$ cat src/rtl/rsc_pkg.sv
package rsc_pkg;

  // ****************************************************************
  // States, strobes and configuration
  // ****************************************************************
  typedef enum logic [2:0] {
    RSC_SLEEP = 3'h0,
    RSC_IDLE = 3'h1,
    RSC_XOFF = 3'h2,
    RSC_SETTLE = 3'h3,
    RSC_RX = 3'h4,
    RSC_RXOFF = 3'h5,
    RSC_CAL = 3'h6
  } rsc_state_type;

  typedef struct packed {
    logic rx;
    logic idle;
    logic cal;
    logic pwd;
    logic xoff;
  } rsc_strobe_type;

  typedef struct packed {
    logic [1:0] autocal;
    logic [1:0] after_pkt;
    logic early_exit;
    logic ook;
    logic [1:0] cp_cal;
    logic [7:0] synth_test;
  } rsc_cfg_type;

  // ****************************************************************
  // Field encodings
  // ****************************************************************
  localparam logic [1:0] AUTOCAL_OFF = 2'h0;
  localparam logic [1:0] AUTOCAL_TO_RX = 2'h1;
  localparam logic [1:0] AUTOCAL_TO_IDLE = 2'h2;
  localparam logic [1:0] AUTOCAL_EVERY4 = 2'h3;
  localparam logic [1:0] AFTER_PKT_RX = 2'h3;
  localparam logic [1:0] CP_CAL_SKIP = 2'h0;
  localparam logic [7:0] SYNTH_TEST_LONG = 8'h0b;
  localparam logic [5:0] OUTSEL_THR = 6'h00;
  localparam logic [5:0] OUTSEL_THR_EOP = 6'h01;
  localparam logic [5:0] OUTSEL_OVF = 6'h04;

  // ****************************************************************
  // Cycle counts in oscillator cycles
  // ****************************************************************
  localparam int TMR_W = 16;
  localparam logic [15:0] CYC_IDLE_TO_RX = 16'h07a1;
  localparam logic [15:0] CYC_RX_TO_IDLE = 16'h0002;
  localparam logic [15:0] CYC_MANUAL_CAL = 16'h011b;
  localparam logic [15:0] CYC_CAL_SKIP_SHORT = 16'h0eb4;
  localparam logic [15:0] CYC_CAL_SKIP_LONG = 16'h0fe9;
  localparam int CYC_CAL_FULL_SHORT_DEF = 32'h0000484a;
  localparam int CYC_CAL_FULL_LONG_DEF = 32'h0000497f;
  localparam logic [3:0] OOK_CS_SYMBOLS = 4'h8;
  localparam logic [1:0] EXIT_CNT_WRAP = 2'h3;

  // ****************************************************************
  // Receive FIFO
  // ****************************************************************
  localparam int FIFO_DEPTH_DEF = 64;
  localparam int FILL_THRESHOLD_SELECT_STEP = 4;

endpackage

$ cat src/rtl/rsc_radio_ctrl.sv
`timescale 1ns/1ps
`default_nettype none
// Contract
// - Power-down then chip select high: sleep, regulator off
// - Chip select low in sleep wakes to idle
// - Receive strobe starts receive mode
// - Auto-calibration select plus manual calibrate strobe
// - Idle strobe exit from receive skips calibration
// - Receive holds until packet or no-carrier exit
// - After packet: idle, or stay in receive on 11
// - Idle strobe forces idle from anywhere
// - Early exit on first no-carrier sample
// - Under on-off keying wait eight symbols
// - No-carrier exit always returns to idle
// - Idle to receive takes 1953 cycles
// - Receive to idle takes 2 cycles
// - Calibration adds time; manual is 283 plus
// - Charge pump skipped: 3764 or 4073 cycles
// - Charge pump on: 18506 or 18815 cycles
// - 64-byte receive FIFO with overflow detection
// - Status byte carries fill level
// - Host never empties FIFO before packet end
// - Threshold is four times select plus four
// - Threshold signal when count at or above
// - Threshold signal drops below threshold
// - Overflow indication holds until flush
// - Calibrate strobe in idle starts calibration
// - Crystal-off and power-down only from idle
module rsc_radio_ctrl
  import rsc_pkg::*;
#(
  parameter int CAL_FULL_SHORT = CYC_CAL_FULL_SHORT_DEF,
  parameter int CAL_FULL_LONG = CYC_CAL_FULL_LONG_DEF,
  parameter int FIFO_DEPTH = FIFO_DEPTH_DEF
) (
  input wire logic CLK_I,
  input wire logic ARST_N_I,
  input wire logic CHIP_SELECT_LOW_N_I,
  input wire rsc_strobe_type STROBE_I,
  input wire rsc_cfg_type CFG_I,
  input wire logic [3:0] FILL_THRESHOLD_SELECT_I,
  input wire logic [5:0] OUTPUT_SELECT_I,
  input wire logic PACKET_OK_I,
  input wire logic CS_SAMPLE_VALID_I,
  input wire logic CARRIER_I,
  input wire logic SYMBOL_TICK_I,
  input wire logic RX_BYTE_VALID_I,
  input wire logic [7:0] RX_BYTE_I,
  input wire logic FIFO_READ_I,
  input wire logic FIFO_FLUSH_I,
  output logic [7:0] FIFO_DATA_O,
  output logic [$clog2(FIFO_DEPTH):0] RECEIVE_FILL_COUNT_O,
  output logic [7:0] STATUS_BYTE_O,
  output logic [2:0] CONTROLLER_STATE_READBACK_O,
  output logic REGULATOR_ON_O,
  output logic XOSC_ON_O,
  output logic RX_ACTIVE_O,
  output logic CAL_BUSY_O,
  output logic OVERFLOW_O,
  output logic GENERAL_OUTPUT_PIN_O
);

  // ****************************************************************
  // Elaboration check
  // ****************************************************************
  if (CAL_FULL_SHORT < 1 || CAL_FULL_LONG < 1 || CAL_FULL_LONG > 32'h0000f000
      || CAL_FULL_SHORT > 32'h0000f000) begin : g_bad_cal
    $error("calibration counts must fit the transition timer");
  end

  localparam int CW = $clog2(FIFO_DEPTH) + 1;

  rsc_state_type state_reg;
  logic [TMR_W-1:0] timer_reg;
  logic [TMR_W-1:0] cal_cycles;
  logic cs_meta_reg;
  logic cs_sync_reg;
  logic cs_prev_reg;
  logic cs_rise;
  logic pend_sleep_reg;
  logic pend_xoff_reg;
  logic [3:0] sym_cnt_reg;
  logic [1:0] exit_cnt_reg;
  logic early_fail;
  logic pkt_to_idle;
  logic auto_exit;
  logic cal_on_exit;
  logic eop_flag_reg;
  logic gpo_reg;
  logic [CW-1:0] fill_count;
  logic fill_threshold_select;
  logic fifo_ovf;
  logic fifo_empty;

  // ****************************************************************
  // Chip select synchroniser
  // ****************************************************************
  // Pin crosses from the host, two flops before use
  always_ff @(posedge CLK_I or negedge ARST_N_I) begin
    if (!ARST_N_I) begin
      cs_meta_reg <= 1'b1;
      cs_sync_reg <= 1'b1;
      cs_prev_reg <= 1'b1;
    end else begin
      cs_meta_reg <= CHIP_SELECT_LOW_N_I;
      cs_sync_reg <= cs_meta_reg;
      cs_prev_reg <= cs_sync_reg;
    end
  end

  assign cs_rise = cs_sync_reg && !cs_prev_reg;

  // ****************************************************************
  // Event decode
  // ****************************************************************
  // Calibration length from charge pump and synth test settings
  always_comb begin
    if (CFG_I.cp_cal == CP_CAL_SKIP) begin
      cal_cycles = (CFG_I.synth_test == SYNTH_TEST_LONG) ?
                   CYC_CAL_SKIP_LONG : CYC_CAL_SKIP_SHORT;
    end else begin
      cal_cycles = (CFG_I.synth_test == SYNTH_TEST_LONG) ?
                   TMR_W'(CAL_FULL_LONG) : TMR_W'(CAL_FULL_SHORT);
    end
  end

  // No-carrier exit, held off for eight symbols under on-off keying
  assign early_fail = CFG_I.early_exit && CS_SAMPLE_VALID_I && !CARRIER_I
                      && (!CFG_I.ook || sym_cnt_reg == OOK_CS_SYMBOLS);
  assign pkt_to_idle = PACKET_OK_I && (CFG_I.after_pkt != AFTER_PKT_RX);
  assign auto_exit = (state_reg == RSC_RX) && !STROBE_I.idle
                     && (early_fail || pkt_to_idle);
  assign cal_on_exit = (CFG_I.autocal == AUTOCAL_TO_IDLE)
                       || (CFG_I.autocal == AUTOCAL_EVERY4
                           && exit_cnt_reg == EXIT_CNT_WRAP);

  // ****************************************************************
  // Main state machine and transition timer
  // ****************************************************************
  always_ff @(posedge CLK_I or negedge ARST_N_I) begin
    if (!ARST_N_I) begin
      state_reg <= RSC_IDLE;
      timer_reg <= '0;
    end else if (STROBE_I.idle) begin
      state_reg <= RSC_IDLE;
      timer_reg <= '0;
    end else begin
      case (state_reg)
        RSC_SLEEP, RSC_XOFF: begin
          if (!cs_sync_reg) begin
            state_reg <= RSC_IDLE;
          end
        end
        RSC_IDLE: begin
          if (cs_rise && pend_sleep_reg) begin
            state_reg <= RSC_SLEEP;
          end else if (cs_rise && pend_xoff_reg) begin
            state_reg <= RSC_XOFF;
          end else if (STROBE_I.rx) begin
            state_reg <= RSC_SETTLE;
            timer_reg <= (CFG_I.autocal == AUTOCAL_TO_RX) ?
                         CYC_IDLE_TO_RX + cal_cycles : CYC_IDLE_TO_RX;
          end else if (STROBE_I.cal) begin
            state_reg <= RSC_CAL;
            timer_reg <= CYC_MANUAL_CAL + cal_cycles;
          end
        end
        RSC_SETTLE: begin
          if (timer_reg == TMR_W'(1)) begin
            state_reg <= RSC_RX;
          end
          timer_reg <= timer_reg - TMR_W'(1);
        end
        RSC_RX: begin
          if (auto_exit) begin
            state_reg <= RSC_RXOFF;
            timer_reg <= cal_on_exit ?
                         CYC_RX_TO_IDLE + cal_cycles : CYC_RX_TO_IDLE;
          end
        end
        RSC_RXOFF, RSC_CAL: begin
          if (timer_reg == TMR_W'(1)) begin
            state_reg <= RSC_IDLE;
          end
          timer_reg <= timer_reg - TMR_W'(1);
        end
        default: begin
          state_reg <= RSC_IDLE;
          timer_reg <= '0;
        end
      endcase
    end
  end

  // Power-down and crystal-off wait in idle for chip select release
  always_ff @(posedge CLK_I or negedge ARST_N_I) begin
    if (!ARST_N_I) begin
      pend_sleep_reg <= 1'b0;
      pend_xoff_reg <= 1'b0;
    end else if (state_reg != RSC_IDLE || STROBE_I.idle) begin
      pend_sleep_reg <= 1'b0;
      pend_xoff_reg <= 1'b0;
    end else begin
      // A new strobe wins over a same-cycle release
      pend_sleep_reg <= STROBE_I.pwd || (pend_sleep_reg && !cs_rise);
      pend_xoff_reg <= STROBE_I.xoff || (pend_xoff_reg && !cs_rise);
    end
  end

  // Symbols since receive search started
  always_ff @(posedge CLK_I or negedge ARST_N_I) begin
    if (!ARST_N_I) begin
      sym_cnt_reg <= 4'h0;
    end else if (state_reg != RSC_RX || PACKET_OK_I) begin
      sym_cnt_reg <= 4'h0;
    end else if (SYMBOL_TICK_I && sym_cnt_reg != OOK_CS_SYMBOLS) begin
      sym_cnt_reg <= sym_cnt_reg + 4'h1;
    end
  end

  // Automatic receive exits, modulo four
  always_ff @(posedge CLK_I or negedge ARST_N_I) begin
    if (!ARST_N_I) begin
      exit_cnt_reg <= 2'h0;
    end else if (auto_exit) begin
      exit_cnt_reg <= exit_cnt_reg + 2'h1;
    end
  end

  // ****************************************************************
  // Receive FIFO and output pin
  // ****************************************************************
  rsc_rx_fifo #(
    .DEPTH(FIFO_DEPTH),
    .CW(CW)
  ) u_fifo (
    .clk_i(CLK_I),
    .arst_n_i(ARST_N_I),
    .wr_valid_i(RX_BYTE_VALID_I),
    .wr_data_i(RX_BYTE_I),
    .rd_en_i(FIFO_READ_I),
    .flush_i(FIFO_FLUSH_I),
    .thr_sel_i(FILL_THRESHOLD_SELECT_I),
    .rd_data_o(FIFO_DATA_O),
    .count_o(fill_count),
    .thr_o(fill_threshold_select),
    .ovf_o(fifo_ovf),
    .empty_o(fifo_empty)
  );

  // Threshold or end of packet, held until the FIFO is empty
  always_ff @(posedge CLK_I or negedge ARST_N_I) begin
    if (!ARST_N_I) begin
      eop_flag_reg <= 1'b0;
    end else if (fill_threshold_select || PACKET_OK_I) begin
      eop_flag_reg <= 1'b1;
    end else if (fifo_empty) begin
      eop_flag_reg <= 1'b0;
    end
  end

  // Selected signal onto the general output pin
  always_ff @(posedge CLK_I or negedge ARST_N_I) begin
    if (!ARST_N_I) begin
      gpo_reg <= 1'b0;
    end else begin
      case (OUTPUT_SELECT_I)
        OUTSEL_THR: gpo_reg <= fill_threshold_select;
        OUTSEL_THR_EOP: gpo_reg <= eop_flag_reg || fill_threshold_select;
        OUTSEL_OVF: gpo_reg <= fifo_ovf;
        default: gpo_reg <= 1'b0;
      endcase
    end
  end

  assign RECEIVE_FILL_COUNT_O = fill_count;
  // Not-ready flag, state, saturated fill level
  assign STATUS_BYTE_O = {!XOSC_ON_O, state_reg,
                          (fill_count > CW'(15)) ? 4'hf : fill_count[3:0]};
  assign CONTROLLER_STATE_READBACK_O = state_reg;
  assign REGULATOR_ON_O = (state_reg != RSC_SLEEP);
  assign XOSC_ON_O = (state_reg != RSC_SLEEP) && (state_reg != RSC_XOFF);
  assign RX_ACTIVE_O = (state_reg == RSC_RX);
  assign CAL_BUSY_O = (state_reg == RSC_CAL);
  assign OVERFLOW_O = fifo_ovf;
  assign GENERAL_OUTPUT_PIN_O = gpo_reg;
endmodule
`default_nettype wire

$ cat src/rtl/rsc_rx_fifo.sv
`timescale 1ns/1ps
`default_nettype none
module rsc_rx_fifo
  import rsc_pkg::*;
#(
  parameter int DEPTH = FIFO_DEPTH_DEF,
  parameter int CW = $clog2(DEPTH) + 1
) (
  input wire logic clk_i,
  input wire logic arst_n_i,
  input wire logic wr_valid_i,
  input wire logic [7:0] wr_data_i,
  input wire logic rd_en_i,
  input wire logic flush_i,
  input wire logic [3:0] thr_sel_i,
  output logic [7:0] rd_data_o,
  output logic [CW-1:0] count_o,
  output logic thr_o,
  output logic ovf_o,
  output logic empty_o
);

  // ****************************************************************
  // Elaboration check
  // ****************************************************************
  if (DEPTH < 64 || (DEPTH & (DEPTH - 1)) != 0) begin : g_bad_depth
    $error("FIFO depth must be a power of two of at least 64");
  end

  localparam int AW = $clog2(DEPTH);

  logic [7:0] mem [DEPTH];
  logic [AW-1:0] wr_ptr_reg;
  logic [AW-1:0] rd_ptr_reg;
  logic [CW-1:0] count_reg;
  logic [7:0] rd_data_reg;
  logic ovf_reg;
  logic full;
  logic rd_ok;
  logic wr_ok;
  logic [CW-1:0] thr_bytes;

  // Read past empty is ignored, data holds
  assign full = (count_reg == CW'(DEPTH));
  assign rd_ok = rd_en_i && (count_reg != '0) && !flush_i;
  assign wr_ok = wr_valid_i && (!full || rd_ok) && !flush_i;
  assign thr_bytes = CW'({thr_sel_i, 2'b00}) + CW'(FILL_THRESHOLD_SELECT_STEP);

  // Storage
  always_ff @(posedge clk_i) begin
    if (wr_ok) begin
      mem[wr_ptr_reg] <= wr_data_i;
    end
  end

  // Pointers and fill count
  always_ff @(posedge clk_i or negedge arst_n_i) begin
    if (!arst_n_i) begin
      wr_ptr_reg <= '0;
      rd_ptr_reg <= '0;
      count_reg <= '0;
    end else if (flush_i) begin
      wr_ptr_reg <= '0;
      rd_ptr_reg <= '0;
      count_reg <= '0;
    end else begin
      if (wr_ok) begin
        wr_ptr_reg <= wr_ptr_reg + AW'(1);
      end
      if (rd_ok) begin
        rd_ptr_reg <= rd_ptr_reg + AW'(1);
      end
      // Simultaneous write and read keep the count
      if (wr_ok && !rd_ok) begin
        count_reg <= count_reg + CW'(1);
      end else if (rd_ok && !wr_ok) begin
        count_reg <= count_reg - CW'(1);
      end
    end
  end

  // Read data
  always_ff @(posedge clk_i or negedge arst_n_i) begin
    if (!arst_n_i) begin
      rd_data_reg <= 8'h00;
    end else if (rd_ok) begin
      rd_data_reg <= mem[rd_ptr_reg];
    end
  end

  // Sticky overflow, set wins over flush
  always_ff @(posedge clk_i or negedge arst_n_i) begin
    if (!arst_n_i) begin
      ovf_reg <= 1'b0;
    end else if (wr_valid_i && full && !rd_ok) begin
      ovf_reg <= 1'b1;
    end else if (flush_i) begin
      ovf_reg <= 1'b0;
    end
  end

  assign rd_data_o = rd_data_reg;
  assign count_o = count_reg;
  assign thr_o = (count_reg >= thr_bytes);
  assign ovf_o = ovf_reg;
  assign empty_o = (count_reg == '0);
endmodule
`default_nettype wire
$ cat config.mk
export PLATFORM = sky130hd
export DESIGN_NAME = rsc_radio_ctrl
export DESIGN_NICKNAME = d
export VERILOG_FILES = /design/src/rtl/rsc_pkg.sv /design/src/rtl/rsc_radio_ctrl.sv /design/src/rtl/rsc_rx_fifo.sv
export SDC_FILE = /design/constraint.sdc
export NUM_CORES = 1
export LEC_CHECK = 0
export ABC_AREA = 1
export BUFFER_PORTS_ARGS = -buffer_cell sky130_fd_sc_hd__buf_4
export CAP_MARGIN = 10
export CORE_MARGIN = 5
export CORE_UTILIZATION = 34
export CTS_CLUSTER_SIZE = 30
export DETAILED_ROUTE_END_ITERATION = 10
export PLACE_DENSITY_LB_ADDON = 0.12
export SYNTH_ARGS = -nofsm -noshare
export SYNTH_HDL_FRONTEND = slang
export SYNTH_SLANG_ARGS = --single-unit
$ cat constraint.sdc
create_clock -name CLK_I -period 2.3 [get_ports CLK_I]
set_input_delay 0.69 -clock CLK_I [delete_from_list [all_inputs] [get_ports CLK_I]]
set_output_delay 0.69 -clock CLK_I [all_outputs]
set_load 0.01 [all_outputs]
## Word level (Yosys, flattened, before mapping)

Memory sizes are Yosys's and may differ from the RTL's. A register that Yosys moved wholly into a read port is not among the register bits.
Index checks and enable logic that the tools add are counted.

- $add $sub $neg: 11
- Order comparisons: 2
- Equality and inequality tests: 30
- Mux-type cells: 41
- Reductions and logical operators: 60

Operators by type and width:

| operator | number |
|---|---|
| 16-bit 2-to-1 mux | 8 |
| 16-bit one-hot mux with 4 select lines | 1 |
| 3-bit 2-to-1 mux | 9 |
| 6-bit 2-to-1 mux | 4 |
| 1-bit logical AND | 22 |
| 7-bit 2-to-1 mux | 3 |
| 9-bit 2-to-1 mux | 2 |
| 3-bit != test (second input constant) | 6 |
| 11-bit by 16-bit adder with 16-bit output (first input constant) | 1 |
| 2-bit by 16-bit adder with 16-bit output (first input constant) | 1 |
| 9-bit by 16-bit adder with 16-bit output (first input constant) | 1 |
| 16-bit by 1-bit equality test with 1-bit output (second input constant) | 1 |
| 16-bit by 1-bit subtractor with 16-bit output (second input constant) | 1 |
| 15-bit 2-to-1 mux | 1 |
| 3-bit one-hot mux with 5 select lines | 1 |
| 6-bit by 1-bit adder with 6-bit output (second input constant) | 2 |
| 4-bit 2-to-1 mux | 3 |
| 1-bit logical NOT | 11 |
| 1-bit logical OR | 10 |
| 5-bit AND reduction | 2 |
| 2-bit nonzero test | 5 |
| 3-bit equality test (second input constant) | 3 |
| 8-bit by 4-bit equality test with 1-bit output (second input constant) | 1 |
| 1-bit 2-to-1 mux | 8 |
| 29 further kinds | 37 |

- Register bits after elaboration: 52
- RAM bits: 512
- Input port bits: 49
- Output and inout port bits: 32
- Logic and storage cells: 160
- Memories kept: 1

Memories:

| name | words | width | read ports | clocked after Yosys merged registers in | wr ports | line | RTL |
|---|---|---|---|---|---|---|---|
| u_fifo.mem | 64 | 8 | 1 | 1 | 1 | rsc_rx_fifo.sv:32 | `logic [7:0] mem [DEPTH];` |

## Logic depth before layout (Yosys ltp)

Gate-level depths: netlist of the first run.

- Depth in word-level cells: 11
- Mapped depth: 14
- Depth with buffers taken out: 14

## Hierarchy

A second synthesis of the first run with hierarchy kept.

- Cells, all modules: 2,610
- Area, all modules: 26,021.2 sq um

By module, submodules not included:

| module | times used | cells an instance | area each (sq um) | seq. area each (sq um) |
|---|---|---|---|---|
| rsc_rx_fifo | 1 | 2,195 | 23,263.6 | 16,075.4 |
| rsc_radio_ctrl | 1 | 415 | 2,757.6 | 805.8 |

## Least setup slack after synthesis of the first run

No wires, ideal clock.

- Path type: input-to-reg
- Start: input port CFG_I[5] (netlist name)
- End: register timer_reg[3]
- Setup time: 0.076 ns
- Data arrival time: 2.492 ns
- Required time: 2.224 ns
- Path slack: -0.269 ns
- Cell stages on the path: 9
- Path buffers: 0
- Cells stage by stage: or4_1 nor2_1 inv_1 ha_1 a21oi_1 o211ai_1 o211ai_1 nand2_1 o21ai_1

- Longest elaborated chain between the ends: 10
- Elaborated cells between the ends (all ways): 16
- Those cells by class: add/sub: 3; eq/ne: 1; mux: 12

Ends and longest elaborated chain:

| what | line | RTL |
|---|---|---|
| start: declaration | rsc_radio_ctrl.sv:40 | `input wire rsc_cfg_type CFG_I,` |
| 8-bit by 4-bit equality test with 1-bit output (*) | rsc_radio_ctrl.sv:119, rsc_radio_ctrl.sv:122 |  |
| 9-bit 2-to-1 mux (on tied branches) | rsc_radio_ctrl.sv:122, rsc_radio_ctrl.sv:119 |  |
| 15-bit 2-to-1 mux (*) | rsc_radio_ctrl.sv:118 | `if (CFG_I.cp_cal == CP_CAL_SKIP) begin` |
| 9-bit by 16-bit adder with 16-bit output or 11-bit by 16-bit adder with 16-bit output (tied branches) | rsc_radio_ctrl.sv:165, rsc_radio_ctrl.sv:162 |  |
| 16-bit 2-to-1 mux (on tied branches) | rsc_radio_ctrl.sv:163, rsc_radio_ctrl.sv:161 |  |
| 16-bit 2-to-1 mux | rsc_radio_ctrl.sv:159 | `end else if (STROBE_I.rx) begin` |
| 16-bit 2-to-1 mux | rsc_radio_ctrl.sv:157 | `end else if (cs_rise && pend_xoff_reg) begin` |
| 16-bit 2-to-1 mux | rsc_radio_ctrl.sv:155 | `if (cs_rise && pend_sleep_reg) begin` |
| 16-bit one-hot mux with 4 select lines (*) | rsc_radio_ctrl.sv:148 | `case (state_reg)` |
| 16-bit 2-to-1 mux (*) | rsc_radio_ctrl.sv:144 | `end else if (STROBE_I.idle) begin` |
| end signal: assignment | rsc_radio_ctrl.sv:161 | `timer_reg <= (CFG_I.autocal == AUTOCAL_TO_RX) ?` |
| end signal: assignment | rsc_radio_ctrl.sv:165 | `timer_reg <= CYC_MANUAL_CAL + cal_cycles;` |
| end signal: assignment | rsc_radio_ctrl.sv:172 | `timer_reg <= timer_reg - TMR_W'(1);` |
| end: declaration | rsc_radio_ctrl.sv:74 | `logic [TMR_W-1:0] timer_reg;` |

Mark *: on every way between the ends. The rest lies on a longest branch, timed or not. The select of a mux whose other input is x is not followed.
A chain may end at the register's enable or synchronous reset.

## Worst setup path after layout of the first run

- Start: register u_fifo.count_reg[5] (netlist: u_fifo.count_o[5])
- End: output port STATUS_BYTE_O[0]

- Longest elaborated chain between the ends: 2

Ends and longest elaborated chain:

| what | line | RTL |
|---|---|---|
| start: declaration | rsc_rx_fifo.sv:35 | `logic [CW-1:0] count_reg;` |
| start signal: assignment | rsc_rx_fifo.sv:75 | `count_reg <= count_reg + CW'(1);` |
| start signal: assignment | rsc_rx_fifo.sv:77 | `count_reg <= count_reg - CW'(1);` |
| 7-bit by 4-bit greater-than comparator with 1-bit output | rsc_radio_ctrl.sv:279 | `(fill_count > CW'(15)) ? 4'hf : fill_count[3:0]};` |
| 4-bit 2-to-1 mux | rsc_radio_ctrl.sv:279 |  |
| end: declaration | rsc_radio_ctrl.sv:53 | `output logic [7:0] STATUS_BYTE_O,` |

Every way passes these cells.

==> flow_metrics.py, run 1 <==
metrics = {
    "critical_path": {
        "crit_family": "flip-flops",
        "worstPathArrival_ns": 1.55,
        "cp_num_buf_inv": 2,
        "critPathLaunchType": "register",
        "r2r_slack_ns": 0.09,
        "cp-end-kind": "primary output",
        "cp_data_required_time_ns": 1.61,
        "critical_path.max_stage_delay_ns": 0.38,
        "crit_fanout": 4,
        "crit_chain": "nor2_2, nand2_2, inv_1, nand2_1, buf_4",
        "worst_r2r_path_depth": 10,
        "crit_slowest_cell": "dfrtp_1",
        "r2r_end": "u_fifo.rd_data_o[3]$_DFFE_PN0N_",
        "cp.depth": 5,
        "critical_path_class": "register to primary output",
        "r2r_start": "u_fifo.rd_ptr_reg[0]$_DFFE_PN0P_",
    },
    "layout": {
        "nets": 2924,
        "syn_to_final_growth_pct": 20.7,
        "antenna_cells": 0,
        "drive_gt1_share_pct": 17.1,
        "final_common_cell": "nand2_1",
        "largest_register_ff_count": 512,
        "final_cell_mix": "nand2_1 (901), edfxtp_1 (512), nand3_1 (314), inv_1 (287), buf_4 (232)",
    },
    "global_routing": {
        "grt_max_degree": 70,
        "grt_usage_pct": 17.7,
        "grt_pass1_wl_um": 113000,
        "first_global_vias": 18900,
        "overflow": 0,
        "grt_antenna_before_repair": 1,
    },
    "die": {
        "initial_core_util_pct": 34.4,
        "core_um2": 76200,
        "io_pins": 81,
        "die_h_um": 288,
        "rows": 101,
        "dieWidth_um": 288,
        "die_area_um2": 82800,
    },
    "synthesis": {
        "synth-compound-area-share_pct": 3.26,
        "ys_types": 53,
        "synth_xor_area_share_pct": 0.635,
        "synthAdderAreaFrac_pct": 1.32,
        "synth.avg_cell_area_um2": 9.94,
        "netlist.area_leader.share_pct": 58.6,
        "synth_top_cell_by_area": "edfxtp_1",
        "netlist_top_cells_area": "edfxtp_1 (59%), nand2_1 (13%), nand3_1 (6.2%), dfrtp_1 (5.3%), inv_1 (4.2%)",
        "synth_area_um2": 26200,
        "synth-simple-area-share_pct": 23.8,
        "synthCells": 2638,
        "async_reset_ff_share_pct": 10.5,
        "synth-edff-count": 512,
        "yosys_warnings": 0,
        "muxShareOfSynthArea_pct": 0.0429,
        "syn_nets": 2714,
        "ys_ff_latch": 572,
        "synth_top_family_by_area": "simple AND/OR/NAND/NOR gates",
        "seq_area_frac_synth_pct": 64.4,
        "synth-main-ff-cell": "edfxtp_1",
    },
    "detailed_routing": {
        "drtIter0Drc": 1414,
        "routed-via-count": 18800,
        "drc": 0,
        "ant_nets": 0,
        "vias_per_cell": 4.79,
        "wirelength_um": 74100,
        "wl_per_cell_um": 18.9,
        "first_pass_iters": 5,
    },
    "power_and_ir_drop": {
        "p_leak_nw": 13.1,
        "power_density_nw_per_um2": 949,
        "finalPower_mw": 30.0,
        "peakVddDrop_mv": 0.476,
    },
    "placed_design": {
        "pre_cts_ws_ns": -0.278,
        "io_buffers": 80,
        "hpwlAfterDp_um": 48600,
        "gp_congestion": 0.849,
    },
    "sta": {
        "skew_ns": 0.0217,
        "rsz0062_at_grt": "yes",
        "max_slew_margin_pct": 59.1,
        "fmax_ghz": 0.447,
        "hold_slack_ns": 0.0591,
        "fin_crit_ns": 2.24,
        "finalSetupTns_ns": 0,
        "fin_crit_sh_pct": 97.3,
        "finalHoldViolCount": 0,
        "drv_slew": 0,
        "tightest_slew_ns": 0.608,
        "setup_viol": 0,
        "worst_slack_ns": 0.0611,
    },
    "clock_network": {
        "htreeDepth": 3,
        "hold_buffers": 0,
        "clock_latency_ns": 0.60,
        "cts.sinks": 572,
        "cts_root_buf": "clkbuf_16",
        "clkSlewWorstSetupHoldPaths_ns": 0.06,
        "cts_buffers": 67,
        "cts_tree": "done",
        "clock_path_buffers": 3,
    },
    "hold_path": {
        "hold_class": "primary input to asynchronous set/reset pin",
    },
    "outcome": {
        "outcome": "finished clean",
    },
    "job": {
        "max_cap_violations": 0,
    },
}
-- worst max path at each step --
stage | start | to | slack [ns]
floorplan | FIFO_FLUSH_I | u_fifo.count_o[5]$_DFFE_PN0P_ | -0.05
global placement | CFG_I[6] | timer_reg[1]$_DFFE_PN0P_ | -0.25
detailed placement | CFG_I[6] | timer_reg[3]$_DFFE_PN0P_ | -0.28
CTS | CONTROLLER_STATE_READBACK_O[2]$_DFFE_PN0P_ | CAL_BUSY_O | -0.02
global route | u_fifo.count_o[5]$_DFFE_PN0P_ | STATUS_BYTE_O[1] | -0.08
finish | u_fifo.count_o[5]$_DFFE_PN0P_ | STATUS_BYTE_O[0] | 0.06
-- per-layer routing --
metal	GRT usage, %	wire (um)	part of all wire, %	up-vias
li1	-	-	-	9144
met1	24.8	34200	46	9154
met2	28.5	34400	47	384
met3	2.94	3290	4.4	122
met4	5.25	2100	2.8	0
met5	0	0	0	-
-- cell families after synthesis --
family,Yosys count
mux,1
buf+inv,429
xor+xnor,19
compound gates,128
simple gates,1462
fa+ha+maj,27
flops,572
-- area by class of cell --
cell class / instances / area (um^2)
fillers: 7398 / 44500
flip-flops and latches: 572 / 16900
multi-input cells: 1637 / 7850
repair buffers: 265 / 2410
clock buffers: 90 / 1860
well taps: 1030 / 1290
inverters: 305 / 1160
clock inverters: 26 / 194
-- stage by stage --
step	util, %	cell area, um^2	cells
detailed placement	38.6	29400	3800
floorplan	-	26400	2638
global placement	38.6	29400	3800
global route	41.5	31700	3925
CTS	41.3	31500	3918
finish	41.5	31700	3925
-- power breakdown --
group          switching (mW)  leakage (nW)  total (mW)  internal (mW)
clock                    4.14          1.01        10.1           5.98
combinational            4.96          6.69        7.95           2.99
sequential              0.316          5.37        12.0           11.7
total                    9.42          13.1        30.0           20.6
-- repair_timing --
item                       in CTS  in global routing
pin swaps                       1                  2
setup buffers                   2                  6
setup endpoints to repair       7                107
resized for setup               5                 21
gates cloned                    0                  1
-- synthesized netlist by cell type, types with 5 or more instances --
cell and instances:
inv_2 7, nor2_1 116, buf_1 19, nand2_1 903, buf_2 52, nor3_1 34, clkbuf_1 47, nand2_2 10
a21oi_1 22, o22ai_1 6, edfxtp_1 512, nand4_1 7, o21ai_0 32, dfrtp_1 56, o21ai_2 10, nand3_2 5
inv_1 295, ha_1 26, o211ai_1 37, xor2_1 12, or2_2 44, nand3_1 323, xnor2_1 7
(Power assumes the default switching activity.)
==> run 2, diff against run 1 <==
CORE_ASPECT_RATIO = 1.2   (was unset)
clock period = 2.21 ns   (was 2.3 ns; I/O delays follow)
==> run 2 against run 1 <==
Effect of this change: sequential share of layout area shrank 2.0 points; routed wire length grew 4.3%; design area grew 3.9%; critical path depth grew 8; critical path type is now register to register; the run now ends with setup timing left; first-iteration DRC count shrank 1.8%; count of clock-buffer cells in the layout shrank 14; combinational power grew 12%; final cell count grew 0.76%; non-clock buffer count grew 45; worst setup slack lost 0.076 ns; sequential power grew 4%; clock power grew 7%; largest power group unchanged.
==> flow_metrics.py, run 2 (synthesized netlist as in run 1, its figures left out) <==
metrics = {
    "power_and_ir_drop": {
        "p_leak_nw": 13.5,
        "peakVddDrop_mv": 0.615,
        "power_density_nw_per_um2": 978,
    },
    "sta": {
        "tightest_slew_ns": 0.755,
        "fin_crit_ns": 2.22,
        "drv_slew": 0,
        "fin_crit_sh_pct": 101,
        "rsz0062_at_grt": "yes",
        "max_slew_margin_pct": 49.3,
        "worst_slack_ns": -0.0144,
        "setup_viol": 30,
        "finalHoldViolCount": 0,
        "fmax_ghz": 0.450,
        "skew_ns": 0.0282,
    },
    "clock_network": {
        "cts_tree": "done",
        "clock_latency_ns": 0.63,
        "clkSlewWorstSetupHoldPaths_ns": 0.06,
        "clock_path_buffers": 3,
        "cts_root_buf": "clkbuf_16",
        "htreeDepth": 2,
        "cts.sinks": 572,
        "cts_buffers": 60,
    },
    "global_routing": {
        "grt_max_degree": 47,
        "grt_usage_pct": 17.9,
        "overflow": 0,
        "grt_pass1_wl_um": 115000,
        "grt_antenna_before_repair": 0,
        "first_global_vias": 19100,
    },
    "layout": {
        "largest_register_ff_count": 512,
        "finalNonFillerCells": 3955,
        "nets": 2962,
        "final_common_cell": "nand2_1",
        "syn_to_final_growth_pct": 25.5,
        "final_core_util_pct": 43.1,
        "fillers": 7362,
        "final_cell_mix": "nand2_1 (895), edfxtp_1 (512), nand3_1 (296), inv_1 (283), buf_4 (205)",
        "drive_gt1_share_pct": 21.4,
        "design_area_um2": 32900,
    },
    "hold_path": {
        "hold_class": "primary input to register",
        "hp-start": "CHIP_SELECT_LOW_N_I",
    },
    "placed_design": {
        "io_buffers": 80,
        "pre_cts_ws_ns": -0.305,
        "place_inst": 3814,
        "gp_congestion": 0.848,
        "placed_area_um2": 29700,
        "hpwlAfterDp_um": 52100,
    },
    "die": {
        "initial_core_util_pct": 34.3,
        "rows": 111,
        "core_um2": 76400,
        "dieWidth_um": 264,
        "die_area_um2": 82800,
        "io_pins": 81,
        "die_h_um": 314,
    },
    "detailed_routing": {
        "wirelength_um": 77300,
        "drc": 0,
        "routed-via-count": 18900,
        "first_pass_iters": 5,
        "vias_per_cell": 4.79,
        "drtIter0Drc": 1388,
        "ant_nets": 0,
        "wl_per_cell_um": 19.5,
    },
    "critical_path": {
        "cp-end-kind": "register",
        "crit_slowest_cell": "dfrtp_1",
        "cp-startpoint": "u_fifo.count_o[0]$_DFFE_PN0P_",
        "crit_fanout": 8,
        "critical_path_class": "register to register",
        "cp_data_required_time_ns": 2.53,
        "critPathLaunchType": "register",
        "critical_path.max_stage_delay_ns": 0.36,
        "crit_chain": "inv_2, nand4_4, nor2_2, nor2_2, nand2_2, nand2_2, nand2_4, nor2_4, buf_6, nand4_4, buf_12, nor2_4, buf_6",
        "r2r_start": "u_fifo.count_o[0]$_DFFE_PN0P_",
        "worstPathArrival_ns": 2.54,
    },
    "outcome": {
        "violations": "setup timing",
        "outcome": "complete, but fails checks",
    },
    "job": {
        "max_cap_violations": 0,
    },
}
[run 2: cell count changes in the layout (fill, tap and decap cells not counted), sizes merged]
cell / previous run / this run
buf: 264 / 304
clkbuf: 91 / 81
bufinv: 3 / 11
clkinvlp: 0 / 4
diode: 0 / 1
dlygate4sd3: 0 / 1
inv: 304 / 303
[run 2: power by group]
| part | internal [mW] | switching (mW) |
|---|---|---|
| clock network | 6.51 | 4.27 |
| logic | 3.49 | 5.41 |
| registers | 12.1 | 0.374 |
[run 2: final cells by class]
cell class	count	area, um^2	area share [%]
Antenna cell	1	2.50	0.00761
Timing Repair Buffer	310	3170	9.64
Clock inverter	37	487	1.48
Multi-Input combinational cell	1637	8280	25.2
Inverter	305	1160	3.54
Clock buffer	76	1630	4.97
Tap cell	1017	1270	3.87
Sequential cell	572	16900	51.3
[run 2: through the flow]
step	total power [mW]	hold slack (ns)	TNS, ns
floorplan	17.7	0.345	-2.34
global placement	20.9	0.346	-65.31
detailed placement	20.9	0.349	-74.74
CTS	32.0	0.109	-0.349
global route	33.9	0.123	-13.07
finish	32.2	0.154	-0.216
[run 2: worst paths after layout]
kind                       slack, ns  depth (start not counted)                                    endpoint
setup reg to reg               -0.01                         13                 u_fifo.mem[51][4]$_DFFE_PP_
hold reg to reg                 0.36                          0                       cs_sync_reg$_DFF_PN1_
hold / removal                  0.15                          1                       cs_meta_reg$_DFF_PN1_
max in group asynchronous       1.04                          3  CONTROLLER_STATE_READBACK_O[0]$_DFFE_PN1P_
min in group asynchronous       0.56                          2                    timer_reg[1]$_DFFE_PN0P_
setup / recovery               -0.01                         13                 u_fifo.mem[51][4]$_DFFE_PP_
[run 2: repair_timing]
item                       4_1_cts  5_1_grt
hold buffers                     1        0
buffers inserted                 6       15
hold endpoints to repair         5        0
gates resized for setup         32      173
setup endpoints to repair      134      427
gates cloned                     1        5
pin swaps                       19       23
[run 2: routing by layer]
metal  share of wire (%)  track usage, %
met2                  50            31.5
met4                 2.8            5.26
met3                 3.3            1.93
met1                  44            23.4
met5                   0               0
[run 2: worst max-delay path, delay by kind of cell, from the launching register on]
family,cells,cell delay [ns]
buffers and inverters,4,0.58
AND/OR/NAND/NOR,9,0.99
flip-flops,1,0.36
